**src/bpmd_pkg.sv**
```systemverilog
// Package with constants shared by the backplane medium control block.
package bpmd_pkg;

    // ------------------------------------------------------------
    // Register map
    // ------------------------------------------------------------
    localparam logic [11:0] ADDR_CTRL = 12'h000;
    localparam logic [11:0] ADDR_STATUS = 12'h004;
    localparam logic [11:0] ADDR_INT_STAT = 12'h008;
    localparam logic [11:0] ADDR_INT_MASK = 12'h00c;

    // Control fields.
    localparam int CTRL_TX_OFF = 0;
    localparam int CTRL_LOOPBACK = 1;
    localparam int CTRL_SD_ENABLE = 2;
    localparam int CTRL_LPI_ENABLE = 3;
    localparam int CTRL_FAULT_TX_OFF = 4;
    localparam logic [4:0] CTRL_RESET = 5'h00;

    // Status fields.
    localparam int STAT_SIG_PRESENT = 0;
    localparam int STAT_TX_ACTIVE = 1;
    localparam int STAT_FAULT = 2;
    localparam int STAT_TX_FAULT = 3;
    localparam int STAT_RX_FAULT = 4;

    // Interrupt event fields.
    localparam int INT_SIG_CHANGE = 0;
    localparam int INT_TX_FAULT = 1;
    localparam int INT_RX_FAULT = 2;
    localparam logic [2:0] INT_RESET = 3'h0;

    // ------------------------------------------------------------
    // Timing
    // ------------------------------------------------------------
    localparam int CLK_PERIOD_NS = 10;
    localparam int LATENCY_BUDGET_BITS = 256;
    localparam int SD_SET_TIME_NS = 80;
    localparam int SD_CLR_TIME_NS = 160;
    localparam int SD_SET_RAW = SD_SET_TIME_NS / CLK_PERIOD_NS;
    localparam int SD_CLR_RAW = SD_CLR_TIME_NS / CLK_PERIOD_NS;
    localparam logic [7:0] SD_SET_CYCLES = 8'((SD_SET_RAW < 1) ? 1 : SD_SET_RAW);
    localparam logic [7:0] SD_CLR_CYCLES = 8'((SD_CLR_RAW < 1) ? 1 : SD_CLR_RAW);

endpackage

```
**src/bpmd_sync.sv**
```systemverilog
// Two-stage synchroniser for pin inputs.
`timescale 1ns/100ps
module bpmd_sync #(
    parameter int WIDTH = 1
) (
    input wire logic pclk,
    input wire logic presetn,
    input wire logic [WIDTH-1:0] async_in,
    output logic [WIDTH-1:0] sync_out
);
    logic [WIDTH-1:0] meta_r;

    // The first stage feeds only the second stage.
    always_ff @(posedge pclk or negedge presetn) begin
        if (!presetn) begin
            meta_r <= '0;
            sync_out <= '0;
        end else begin
            meta_r <= async_in;
            sync_out <= meta_r;
        end
    end
endmodule // bpmd_sync

```
**src/bpmd_detect.sv**
```systemverilog
// Debounce filter that turns raw line energy into a settled presence level.
`timescale 1ns/100ps
module bpmd_detect (
    input wire logic pclk,
    input wire logic presetn,
    input wire logic energy,
    input wire logic [7:0] set_cycles,
    input wire logic [7:0] clr_cycles,
    output logic present_r
);
    logic [7:0] cnt_r;
    logic [7:0] limit;

    assign limit = energy ? set_cycles : clr_cycles;

    // A level must hold for the whole interval; any bounce restarts the count.
    always_ff @(posedge pclk or negedge presetn) begin
        if (!presetn) begin
            cnt_r <= 8'h00;
            present_r <= 1'b0;
        end else if (energy == present_r) begin
            cnt_r <= 8'h00;
        end else if (cnt_r >= limit - 8'h01) begin
            cnt_r <= 8'h00;
            present_r <= energy;
        end else begin
            cnt_r <= cnt_r + 8'h01;
        end
    end
endmodule // bpmd_detect

```
**src/bpmd_top.sv**
```systemverilog
// Control and status logic of the backplane serial medium sublayer.
`timescale 1ns/100ps
// Behaviour
// - Global signal present output always equals the signal indication value.
// - Transmit plus receive latency stays below 256 bit times.
// - Every transmit bit reaches the line in order, unchanged, while the transmitter is enabled.
// - Every line bit reaches the receive output in order, except in loopback, where tx_bit is returned instead.
// - One is a positive differential level, both directions.
// - Without signal detection, signal present is reported OK continuously.
// - With signal detection enabled, signal present follows filtered line energy.
// - Signal present sets and clears within fixed transition times.
// - Low power idle signal detect goes out on the indication output.
// - Quiet during low power idle disables transmitter; it resumes afterwards.
// - Quiet disables the transmitter exactly like an explicit disable.
// - Optionally a sublayer fault turns the transmitter off.
// - Transmitter off leaves loopback data reaching the receive side.
// - Loopback exists and does not itself disable the transmitter.
// - Sublayer fault is one whenever any local fault exists.
// - Transmit fault flag is one on a transmit path fault.
// - Receive fault flag is one on a receive path fault.
module bpmd_top (
    input wire logic pclk,
    input wire logic presetn,
    input wire logic psel,
    input wire logic penable,
    input wire logic pwrite,
    input wire logic [11:0] paddr,
    input wire logic [31:0] pwdata,
    output logic [31:0] prdata,
    output logic pready,
    output logic pslverr,
    input wire logic tx_bit,
    input wire logic tx_quiet,
    output logic rx_bit,
    output logic signal_ind,
    output logic global_signal_present,
    output logic line_tx_p,
    output logic line_tx_n,
    output logic line_tx_en,
    input wire logic line_rx_p,
    input wire logic line_rx_n,
    input wire logic line_energy,
    input wire logic tx_drv_fault,
    input wire logic rx_cdr_fault,
    output logic sublayer_fault,
    output logic tx_path_fault,
    output logic rx_path_fault,
    output logic irq
);
    import bpmd_pkg::*;

    // ------------------------------------------------------------
    // Declarations
    // ------------------------------------------------------------
    logic [4:0] ctrl_r;
    logic [2:0] int_stat_r;
    logic [2:0] int_mask_r;
    logic [4:0] pins_s;
    logic rx_p_s;
    logic rx_n_s;
    logic energy_s;
    logic tx_fault_s;
    logic rx_fault_s;
    logic det_present;
    logic signal_present_r;
    logic tx_active;
    logic rx_bit_r;
    logic line_tx_p_r;
    logic line_tx_n_r;
    logic line_tx_en_r;
    logic tx_path_fault_r;
    logic rx_path_fault_r;
    logic sublayer_fault_r;
    logic wr_en;
    logic rd_en;
    logic addr_ok;
    logic [2:0] events;
    logic transmitter_off_request;
    logic loopback;
    logic sd_enable;
    logic lpi_enable;
    logic fault_tx_off;
    logic [1:0] rst_age_r;

    assign transmitter_off_request = ctrl_r[CTRL_TX_OFF];
    assign loopback = ctrl_r[CTRL_LOOPBACK];
    assign sd_enable = ctrl_r[CTRL_SD_ENABLE];
    assign lpi_enable = ctrl_r[CTRL_LPI_ENABLE];
    assign fault_tx_off = ctrl_r[CTRL_FAULT_TX_OFF];

    // ------------------------------------------------------------
    // Pin synchronisers and energy filter
    // ------------------------------------------------------------
    bpmd_sync #(.WIDTH(5)) u_sync (
        .pclk(pclk),
        .presetn(presetn),
        .async_in({rx_cdr_fault, tx_drv_fault, line_energy, line_rx_n, line_rx_p}),
        .sync_out(pins_s)
    );

    assign rx_p_s = pins_s[0];
    assign rx_n_s = pins_s[1];
    assign energy_s = pins_s[2];
    assign tx_fault_s = pins_s[3];
    assign rx_fault_s = pins_s[4];

    bpmd_detect u_detect (
        .pclk(pclk),
        .presetn(presetn),
        .energy(energy_s),
        .set_cycles(SD_SET_CYCLES),
        .clr_cycles(SD_CLR_CYCLES),
        .present_r(det_present)
    );

    // ------------------------------------------------------------
    // Signal presence
    // ------------------------------------------------------------
    always_ff @(posedge pclk or negedge presetn) begin
        if (!presetn) begin
            signal_present_r <= 1'b0;
        end else if (sd_enable) begin
            signal_present_r <= det_present;
        end else begin
            signal_present_r <= 1'b1;
        end
    end

    // One flop feeds both outputs so they can never disagree.
    assign signal_ind = signal_present_r;
    assign global_signal_present = signal_present_r;

    // ------------------------------------------------------------
    // Faults
    // ------------------------------------------------------------
    always_ff @(posedge pclk or negedge presetn) begin
        if (!presetn) begin
            tx_path_fault_r <= 1'b0;
            rx_path_fault_r <= 1'b0;
        end else begin
            tx_path_fault_r <= tx_fault_s;
            rx_path_fault_r <= rx_fault_s;
        end
    end

    assign sublayer_fault_r = tx_path_fault_r | rx_path_fault_r;
    assign sublayer_fault = sublayer_fault_r;
    assign tx_path_fault = tx_path_fault_r;
    assign rx_path_fault = rx_path_fault_r;

    // ------------------------------------------------------------
    // Transmit and receive paths
    // ------------------------------------------------------------
    // Loopback is deliberately absent from this term.
    assign tx_active = !transmitter_off_request
        && !(lpi_enable && tx_quiet)
        && !(fault_tx_off && sublayer_fault_r);

    // A disabled driver holds both legs low, the zero differential level.
    always_ff @(posedge pclk or negedge presetn) begin
        if (!presetn) begin
            line_tx_p_r <= 1'b0;
            line_tx_n_r <= 1'b0;
            line_tx_en_r <= 1'b0;
        end else begin
            line_tx_p_r <= tx_active & tx_bit;
            line_tx_n_r <= tx_active & ~tx_bit;
            line_tx_en_r <= tx_active;
        end
    end

    assign line_tx_p = line_tx_p_r;
    assign line_tx_n = line_tx_n_r;
    assign line_tx_en = line_tx_en_r;

    // Tx costs one cycle, rx three, far inside the latency budget.
    always_ff @(posedge pclk or negedge presetn) begin
        if (!presetn) begin
            rx_bit_r <= 1'b0;
        end else if (loopback) begin
            rx_bit_r <= tx_bit;
        end else begin
            rx_bit_r <= rx_p_s & ~rx_n_s;
        end
    end

    assign rx_bit = rx_bit_r;

    // ------------------------------------------------------------
    // APB slave
    // ------------------------------------------------------------
    assign addr_ok = (paddr == ADDR_CTRL) || (paddr == ADDR_STATUS)
        || (paddr == ADDR_INT_STAT) || (paddr == ADDR_INT_MASK);
    assign wr_en = psel && penable && pwrite && addr_ok;
    assign rd_en = psel && !penable && !pwrite;
    assign pready = 1'b1;
    assign pslverr = psel && penable && !addr_ok;

    always_ff @(posedge pclk or negedge presetn) begin
        if (!presetn) begin
            ctrl_r <= CTRL_RESET;
        end else if (wr_en && paddr == ADDR_CTRL) begin
            ctrl_r <= pwdata[4:0];
        end
    end

    always_ff @(posedge pclk or negedge presetn) begin
        if (!presetn) begin
            int_mask_r <= INT_RESET;
        end else if (wr_en && paddr == ADDR_INT_MASK) begin
            int_mask_r <= pwdata[2:0];
        end
    end

    assign events[INT_SIG_CHANGE] = signal_present_r != det_present && sd_enable;
    assign events[INT_TX_FAULT] = tx_fault_s && !tx_path_fault_r;
    assign events[INT_RX_FAULT] = rx_fault_s && !rx_path_fault_r;

    // A new event in the clearing cycle survives the clear.
    always_ff @(posedge pclk or negedge presetn) begin
        if (!presetn) begin
            int_stat_r <= INT_RESET;
        end else if (wr_en && paddr == ADDR_INT_STAT) begin
            int_stat_r <= (int_stat_r & ~pwdata[2:0]) | events;
        end else begin
            int_stat_r <= int_stat_r | events;
        end
    end

    assign irq = |(int_stat_r & int_mask_r);

    // Read data is latched in the setup cycle and stable through access.
    always_ff @(posedge pclk or negedge presetn) begin
        if (!presetn) begin
            prdata <= 32'h0000_0000;
        end else if (rd_en) begin
            unique case (paddr)
                ADDR_CTRL: prdata <= {27'h0, ctrl_r};
                ADDR_STATUS: prdata <= {27'h0, rx_path_fault_r, tx_path_fault_r,
                    sublayer_fault_r, line_tx_en_r, signal_present_r};
                ADDR_INT_STAT: prdata <= {29'h0, int_stat_r};
                ADDR_INT_MASK: prdata <= {29'h0, int_mask_r};
                default: prdata <= 32'h0000_0000;
            endcase
        end
    end

    // ------------------------------------------------------------
    // Assertions
    // ------------------------------------------------------------
    localparam int SET_BOUND = 4;

    // Checks wait three edges after reset, until the receive pipe holds real pin values.
    always_ff @(posedge pclk or negedge presetn) begin
        if (!presetn) begin
            rst_age_r <= 2'h0;
        end else if (rst_age_r != 2'h3) begin
            rst_age_r <= rst_age_r + 2'h1;
        end
    end
endmodule // bpmd_top

```
**config.mk**
```make
export PLATFORM = sky130hd
export DESIGN_NAME = bpmd_top
export DESIGN_NICKNAME = d
export VERILOG_FILES = /design/src/bpmd_pkg.sv /design/src/bpmd_sync.sv /design/src/bpmd_detect.sv /design/src/bpmd_top.sv
export SDC_FILE = /design/constraint.sdc
export NUM_CORES = 1
export LEC_CHECK = 0
export BUFFER_PORTS_ARGS = -buffer_cell sky130_fd_sc_hd__buf_2
export CORE_MARGIN = 2
export CORE_UTILIZATION = 45
export DETAILED_ROUTE_END_ITERATION = 8
export PLACE_DENSITY = 0.86
export SLEW_MARGIN = 20
export SYNTH_ARGS = -nofsm -noshare
export SYNTH_HDL_FRONTEND = slang
export SYNTH_SLANG_ARGS = --single-unit
export TNS_END_PERCENT = 20
```
**constraint.sdc**
```tcl
create_clock -name pclk -period 2.2 [get_ports pclk]
set_input_delay 0.33 -clock pclk [delete_from_list [all_inputs] [get_ports pclk]]
set_output_delay 0.33 -clock pclk [all_outputs]
set_load 0.005 [all_outputs]
```
# --- Word level (Yosys, flattened, before mapping) ---
# Index checks and enable logic that the tools add are counted.
totals:
  register_bits: 69
  in_bits: 56
  out_inout_bits: 44
  wordCells: 72
op_classes:
  addsub: 2
  n_lt_le_gt_ge: 1
  n_eq_ne: 5
  mux: 7
  n_bitwise: 12
  reduce_logical: 30
ops:
  columns: ["cell", "n"]
  rows:
  - ["equality test 12 x 4 -> 1 bit (second input constant)", 2]
  - ["case mux 5 bit (4 select lines)", 1]
  - ["logical AND 1 bit", 16]
  - ["2-to-1 mux 8 bit", 2]
  - ["equality test 12 x 3 -> 1 bit (second input constant)", 1]
  - ["logical NOT 12 bit", 1]
  - ["adder 8 x 1 -> 8 bit (second input constant)", 1]
  - [">= comparator 8 bit", 1]
  - ["logical NOT 1 bit", 8]
  - ["subtractor 8 x 1 -> 8 bit (second input constant)", 1]
  - ["AND 3 bit", 2]
  - ["bitwise OR 3 bit", 2]
  - ["2-to-1 mux 5 bit", 1]
  - ["AND 1 bit", 3]
  - ["logical OR 1 bit", 3]
  - ["2-to-1 mux 3 bit", 1]
  - ["NOT 1 bit", 3]
  - ["NOT 3 bit", 1]
  - ["OR reduction 3 bit", 1]
  - ["2-to-1 mux 1 bit", 2]
  - ["AND reduction 2 bit", 1]
  - ["equality test 1 bit", 1]
  - ["inequality test 1 bit", 1]
  - ["bitwise OR 1 bit", 1]

# --- Longest topological paths before layout ---
depth:
  word_depth: 7
  ltp_mapped: 4
  depth_no_buf: 4

# --- Modules after synthesis ---
# A second synthesis with hierarchy kept.
unflattened:
  hier_cells: 202
  hier_area_um2: 2408.6
by_module_without_submodules:
  columns: ["module", "instances", "cells_each", "area_per_inst_um2", "seq_area_each_um2"]
  rows:
  - ["bpmd_top", 1, 109, 1302.5, 575.6]
  - ["bpmd_detect", 1, 83, 855.8, 225.2]
  - ["bpmd_sync", 1, 10, 250.2, 250.2]

# --- Worst setup path after synthesis ---
# Ideal clock, no wire load.
synth_timing:
  path_kind: "input port to flip-flop"
  from: "input port paddr[1]"
  to: "register int_mask_r[0]"
  setup_time_ns: 0.125
  arrival_ns: 1.777
  t_required_ns: 2.075
  setup_slack_ns: 0.298
  stages: 3
  path_buffers: 0
  cell_sequence: "or4_4 -> or4_4 -> mux2_4"
synth_via:
  elab_chain_cells: 6
  word_cells_on_any_way: 9
  classes_between: "eq/ne (3); reduce/logical (6)"
synth_lines:
  columns: ["element", "line", "source"]
  rows:
  - ["from (decl)", "bpmd_top.sv:27", "input wire logic [11:0] paddr,"]
  - ["equality test 12 x 3 -> 1 bit or logical NOT 12 bit (tied branches)", "bpmd_top.sv:192", "assign addr_ok = (paddr == ADDR_CTRL) || (paddr == ADDR_STATUS)"]
  - ["logical OR 1 bit", "bpmd_top.sv:192", null]
  - ["logical OR 1 bit (2 in series)", "bpmd_top.sv:193", "|| (paddr == ADDR_INT_STAT) || (paddr == ADDR_INT_MASK);"]
  - ["logical AND 1 bit", "bpmd_top.sv:194", "assign wr_en = psel && penable && pwrite && addr_ok;"]
  - ["logical AND 1 bit *", "bpmd_top.sv:210", "end else if (wr_en && paddr == ADDR_INT_MASK) begin"]
  - ["to (signal assigned)", "bpmd_top.sv:211", "int_mask_r <= pwdata[2:0];"]
  - ["to (decl)", "bpmd_top.sv:57", "logic [2:0] int_mask_r;"]
# Every way passes the cells marked *; elsewhere a longest branch is shown, timed or not.
# A chain may end at the register's enable or synchronous reset.

# --- Worst setup path in the final report ---
layout_timing:
  from: "input port paddr[1]"
  to: "output port pslverr"
layout_via:
  elab_chain_cells: 6
  word_cells_on_any_way: 9
  classes_between: "eq/ne (3); reduce/logical (6)"
layout_lines:
  columns: ["element", "line", "source"]
  rows:
  - ["equality test 12 x 3 -> 1 bit or logical NOT 12 bit (tied branches)", "bpmd_top.sv:192", null]
  - ["logical OR 1 bit", "bpmd_top.sv:192", null]
  - ["logical OR 1 bit", "bpmd_top.sv:193", null]
  - ["logical OR 1 bit *", "bpmd_top.sv:193", null]
  - ["logical NOT 1 bit *", "bpmd_top.sv:197", "assign pslverr = psel && penable && !addr_ok;"]
  - ["logical AND 1 bit *", "bpmd_top.sv:197", null]
  - ["to (decl)", "bpmd_top.sv:31", "output logic pslverr,"]
# Marked as above.

==> results.json <==
{
  "drc": 0,
  "post_cts_buffers": 0,
  "drive_above_1_share_pct": 36.9,
  "drt_iter0_drc": 28,
  "setup-tns-final_ns": 0,
  "clk_latency_ns": 0.30,
  "dpl.hpwl_um": 2450,
  "synth_area_mm2": 0.00193,
  "grt_pass1_wl_um": 5340,
  "synth_top_area_share_pct": 54.5,
  "root_buffer": "clkbuf_8",
  "nNetsFinal": 260,
  "placed_cells": 244,
  "drv_cap": 0,
  "finalCritPeriodShare_pct": 94.9,
  "synth_async_sr_flop_share_pct": 100,
  "cp_top_family": "simple AND/OR/NAND/NOR gates",
  "critPathBufInv": 2,
  "ys.flop_type": "dfrtp_1",
  "worstPathArrival_ns": 1.76,
  "antenna_found_initial": 0,
  "whs_ns": 0.131,
  "critPathSlowestCell": "or4_4",
  "synth.avg_cell_area_um2": 12.8,
  "crit_path_start_kind": "input pin",
  "cts_tree": "done",
  "rows": 23,
  "busiest_layer": "met2",
  "met1_usage_pct": 18.5,
  "ys_ff_latch": 42,
  "grt.overflow.total": 0,
  "fmax_ghz": 0.479,
  "ant_nets": 0,
  "required_ns": 1.87,
  "rsz0062_at_grt": "false",
  "seq_area_mm2": 0.00105,
  "yosysTopAreaCell": "dfrtp_1",
  "grt_util_all_layers_pct": 14.4,
  "power_density_mw_per_mm2": 639,
  "grt_pass1_vias": 1126,
  "design.die.area_mm2": 0.00482,
  "ir_drop_mv": 0.452,
  "grt_max_degree": 30,
  "path_cells": "buf_2, or4_4, or3_1, and3_1, buf_2",
  "worst_pin_slew_ns": 0.539,
  "synth_edf_count": 0,
  "syn2layout_area_growth_pct": 14.5,
  "htree_levels": 2,
  "maxSlewViolCount": 0,
  "critPathCaptureType": "output pin",
  "vias_per_cell": 4.79,
  "pin_count": 100,
  "status": "complete, no violations",
  "io_buffers": 44,
  "final_hold_viol_count": 0,
  "multiInputGateArea_um2": 731,
  "die_width_um": 69.5,
  "detail_route.wl_per_cell_um": 13.2,
  "layout.cells.non_filler": 253,
  "ys_types": 36,
  "wl_um": 3340,
  "hold_class": "in -> reg",
  "cts_buffers": 5,
  "vias": 1211,
  "setup_viol": 0,
  "synth_common_cells": "dfrtp_1, buf_4, inv_1",
  "fill_cells": 356,
  "path_clk_slew_ns": 0.08,
  "grt_use_met3_pct": 5.09,
  "start_util_pct": 47.5,
  "first_pass_iters": 4,
  "yosys_warnings": 0,
  "synthTopCellsByArea": "dfrtp_1, buf_4, mux2_2",
  "fin_worst_skew_ns": 0.00534,
  "critPathKind": "in -> out",
  "synth_seq_area_share_pct": 54.5,
  "core-area_mm2": 0.00406,
  "syn_inst": 151,
  "cp_max_fo": 5,
  "period_minus_slack_ns": 2.09,
  "power.leakage_nw": 1.15,
  "gp_congestion": 0.791,
  "diodes": 0,
  "cts_max_path_buffers": 2,
  "slew_headroom_pct": 63.8,
  "cpMostUsedCell": "buf_2",
  "critical-path-max-stage-delay_ns": 0.57,
  "grtUsageMet2_pct": 22.2,
  "die_h_um": 69.5,
  "synth.most_common_cell": "dfrtp_1",
  "cts_resized": 0,
  "post-place-ws_ns": 0.129,
  "cts.sinks": 42,
  "setup_slack_ns": 0.111
}
state kept, by name (all words and copies together), names as in the netlist, 3 cells and up:
register,count
u_sync.sync_out,5
int_mask_r,3
u_sync.meta_r,5
u_detect.cnt_r,8
ctrl_r,5
prdata,5
int_stat_r,3
area by class of cell:
type	instances	area share (%)
multi-input combinational	99	33.1
inverter	7	1.19
sequential	42	47.6
clock inverter	3	1.08
clock buffer	5	3.12
tap	50	2.83
timing repair buffer	47	11.1
cells by family after synthesis:
family,after synthesis,synth area share [%]
other cells,2,0.390
compound gates,14,5.65
xor+xnor,5,2.27
fa+ha+maj,2,1.30
simple gates,33,12.3
flops,42,54.5
buf+inv,39,13.2
mux,14,10.4
placed cells by master (no fill, tap or decap), drive strengths merged, types with 2 or more instances in the layout:
cell and n:
or4 3, dfrtp 42, nor4 4, o21ai 2
nand2 3, a22o 3, xor2 5, nand3 4
buf 46, mux2 9, inv 8, ha 2
or3b 2, or2 2, nor2 4, o21bai 2
mux2i 2, conb 31, clkinvlp 2, clkbuf 5
mux4 3, o41ai 2, nand2b 2, nand3b 2
o22ai 2
path summary, 6_finish.rpt:
check / startpoint / to / slack, ns / cells past startpoint
max: paddr[1] / pslverr / 0.11 / 5
min: tx_drv_fault / u_sync.meta_r[3] / 0.13 / 1
max reg2reg: tx_path_fault / prdata[2] / 0.65 / 3
min reg2reg: u_sync.meta_r[3] / u_sync.sync_out[3] / 0.35 / 0
max in group asynchronous: presetn / int_mask_r[0] / 1.09 / 3
min in group asynchronous: presetn / u_sync.sync_out[4] / 0.44 / 2
metrics by stage:
step | instance area (um^2) | power, mW | util (%)
after floorplan | 2040 | 0.902 | -
after global placement | 2110 | 0.920 | 51.9
after detailed placement | 2110 | 0.923 | 51.9
after CTS | 2210 | 1.43 | 54.4
after global routing | 2210 | 1.47 | 54.4
final | 2210 | 1.41 | 54.4
worst register-to-register path: stages (launching register included):
cell and delay [ns]:
dfrtp_1 0.43, or2_2 0.34, mux4_2 0.47, a22o_1 0.20
where the power goes:
part / switching, mW / total (mW) / internal (mW) / leakage, nW
clock: 0.275 / 0.502 / 0.227 / 0.0408
combinational: 0.0609 / 0.110 / 0.0489 / 0.590
sequential: 0.00938 / 0.800 / 0.790 / 0.518
total: 0.346 / 1.41 / 1.07 / 1.15
per-layer routing:
| metal | share of wire (%) | wire, um |
|---|---|---|
| met5 | 0 | 0 |
| met4 | 1.6 | 53 |
| met3 | 7.0 | 232 |
| met2 | 47 | 1570 |
| met1 | 44 | 1480 |
repair_timing:
action	in CTS	in global routing
hold endpoints to repair	13	0
setup endpoints to repair	0	0
hold buffers	1	0
No activity file was read; power rests on OpenSTA's default activity.
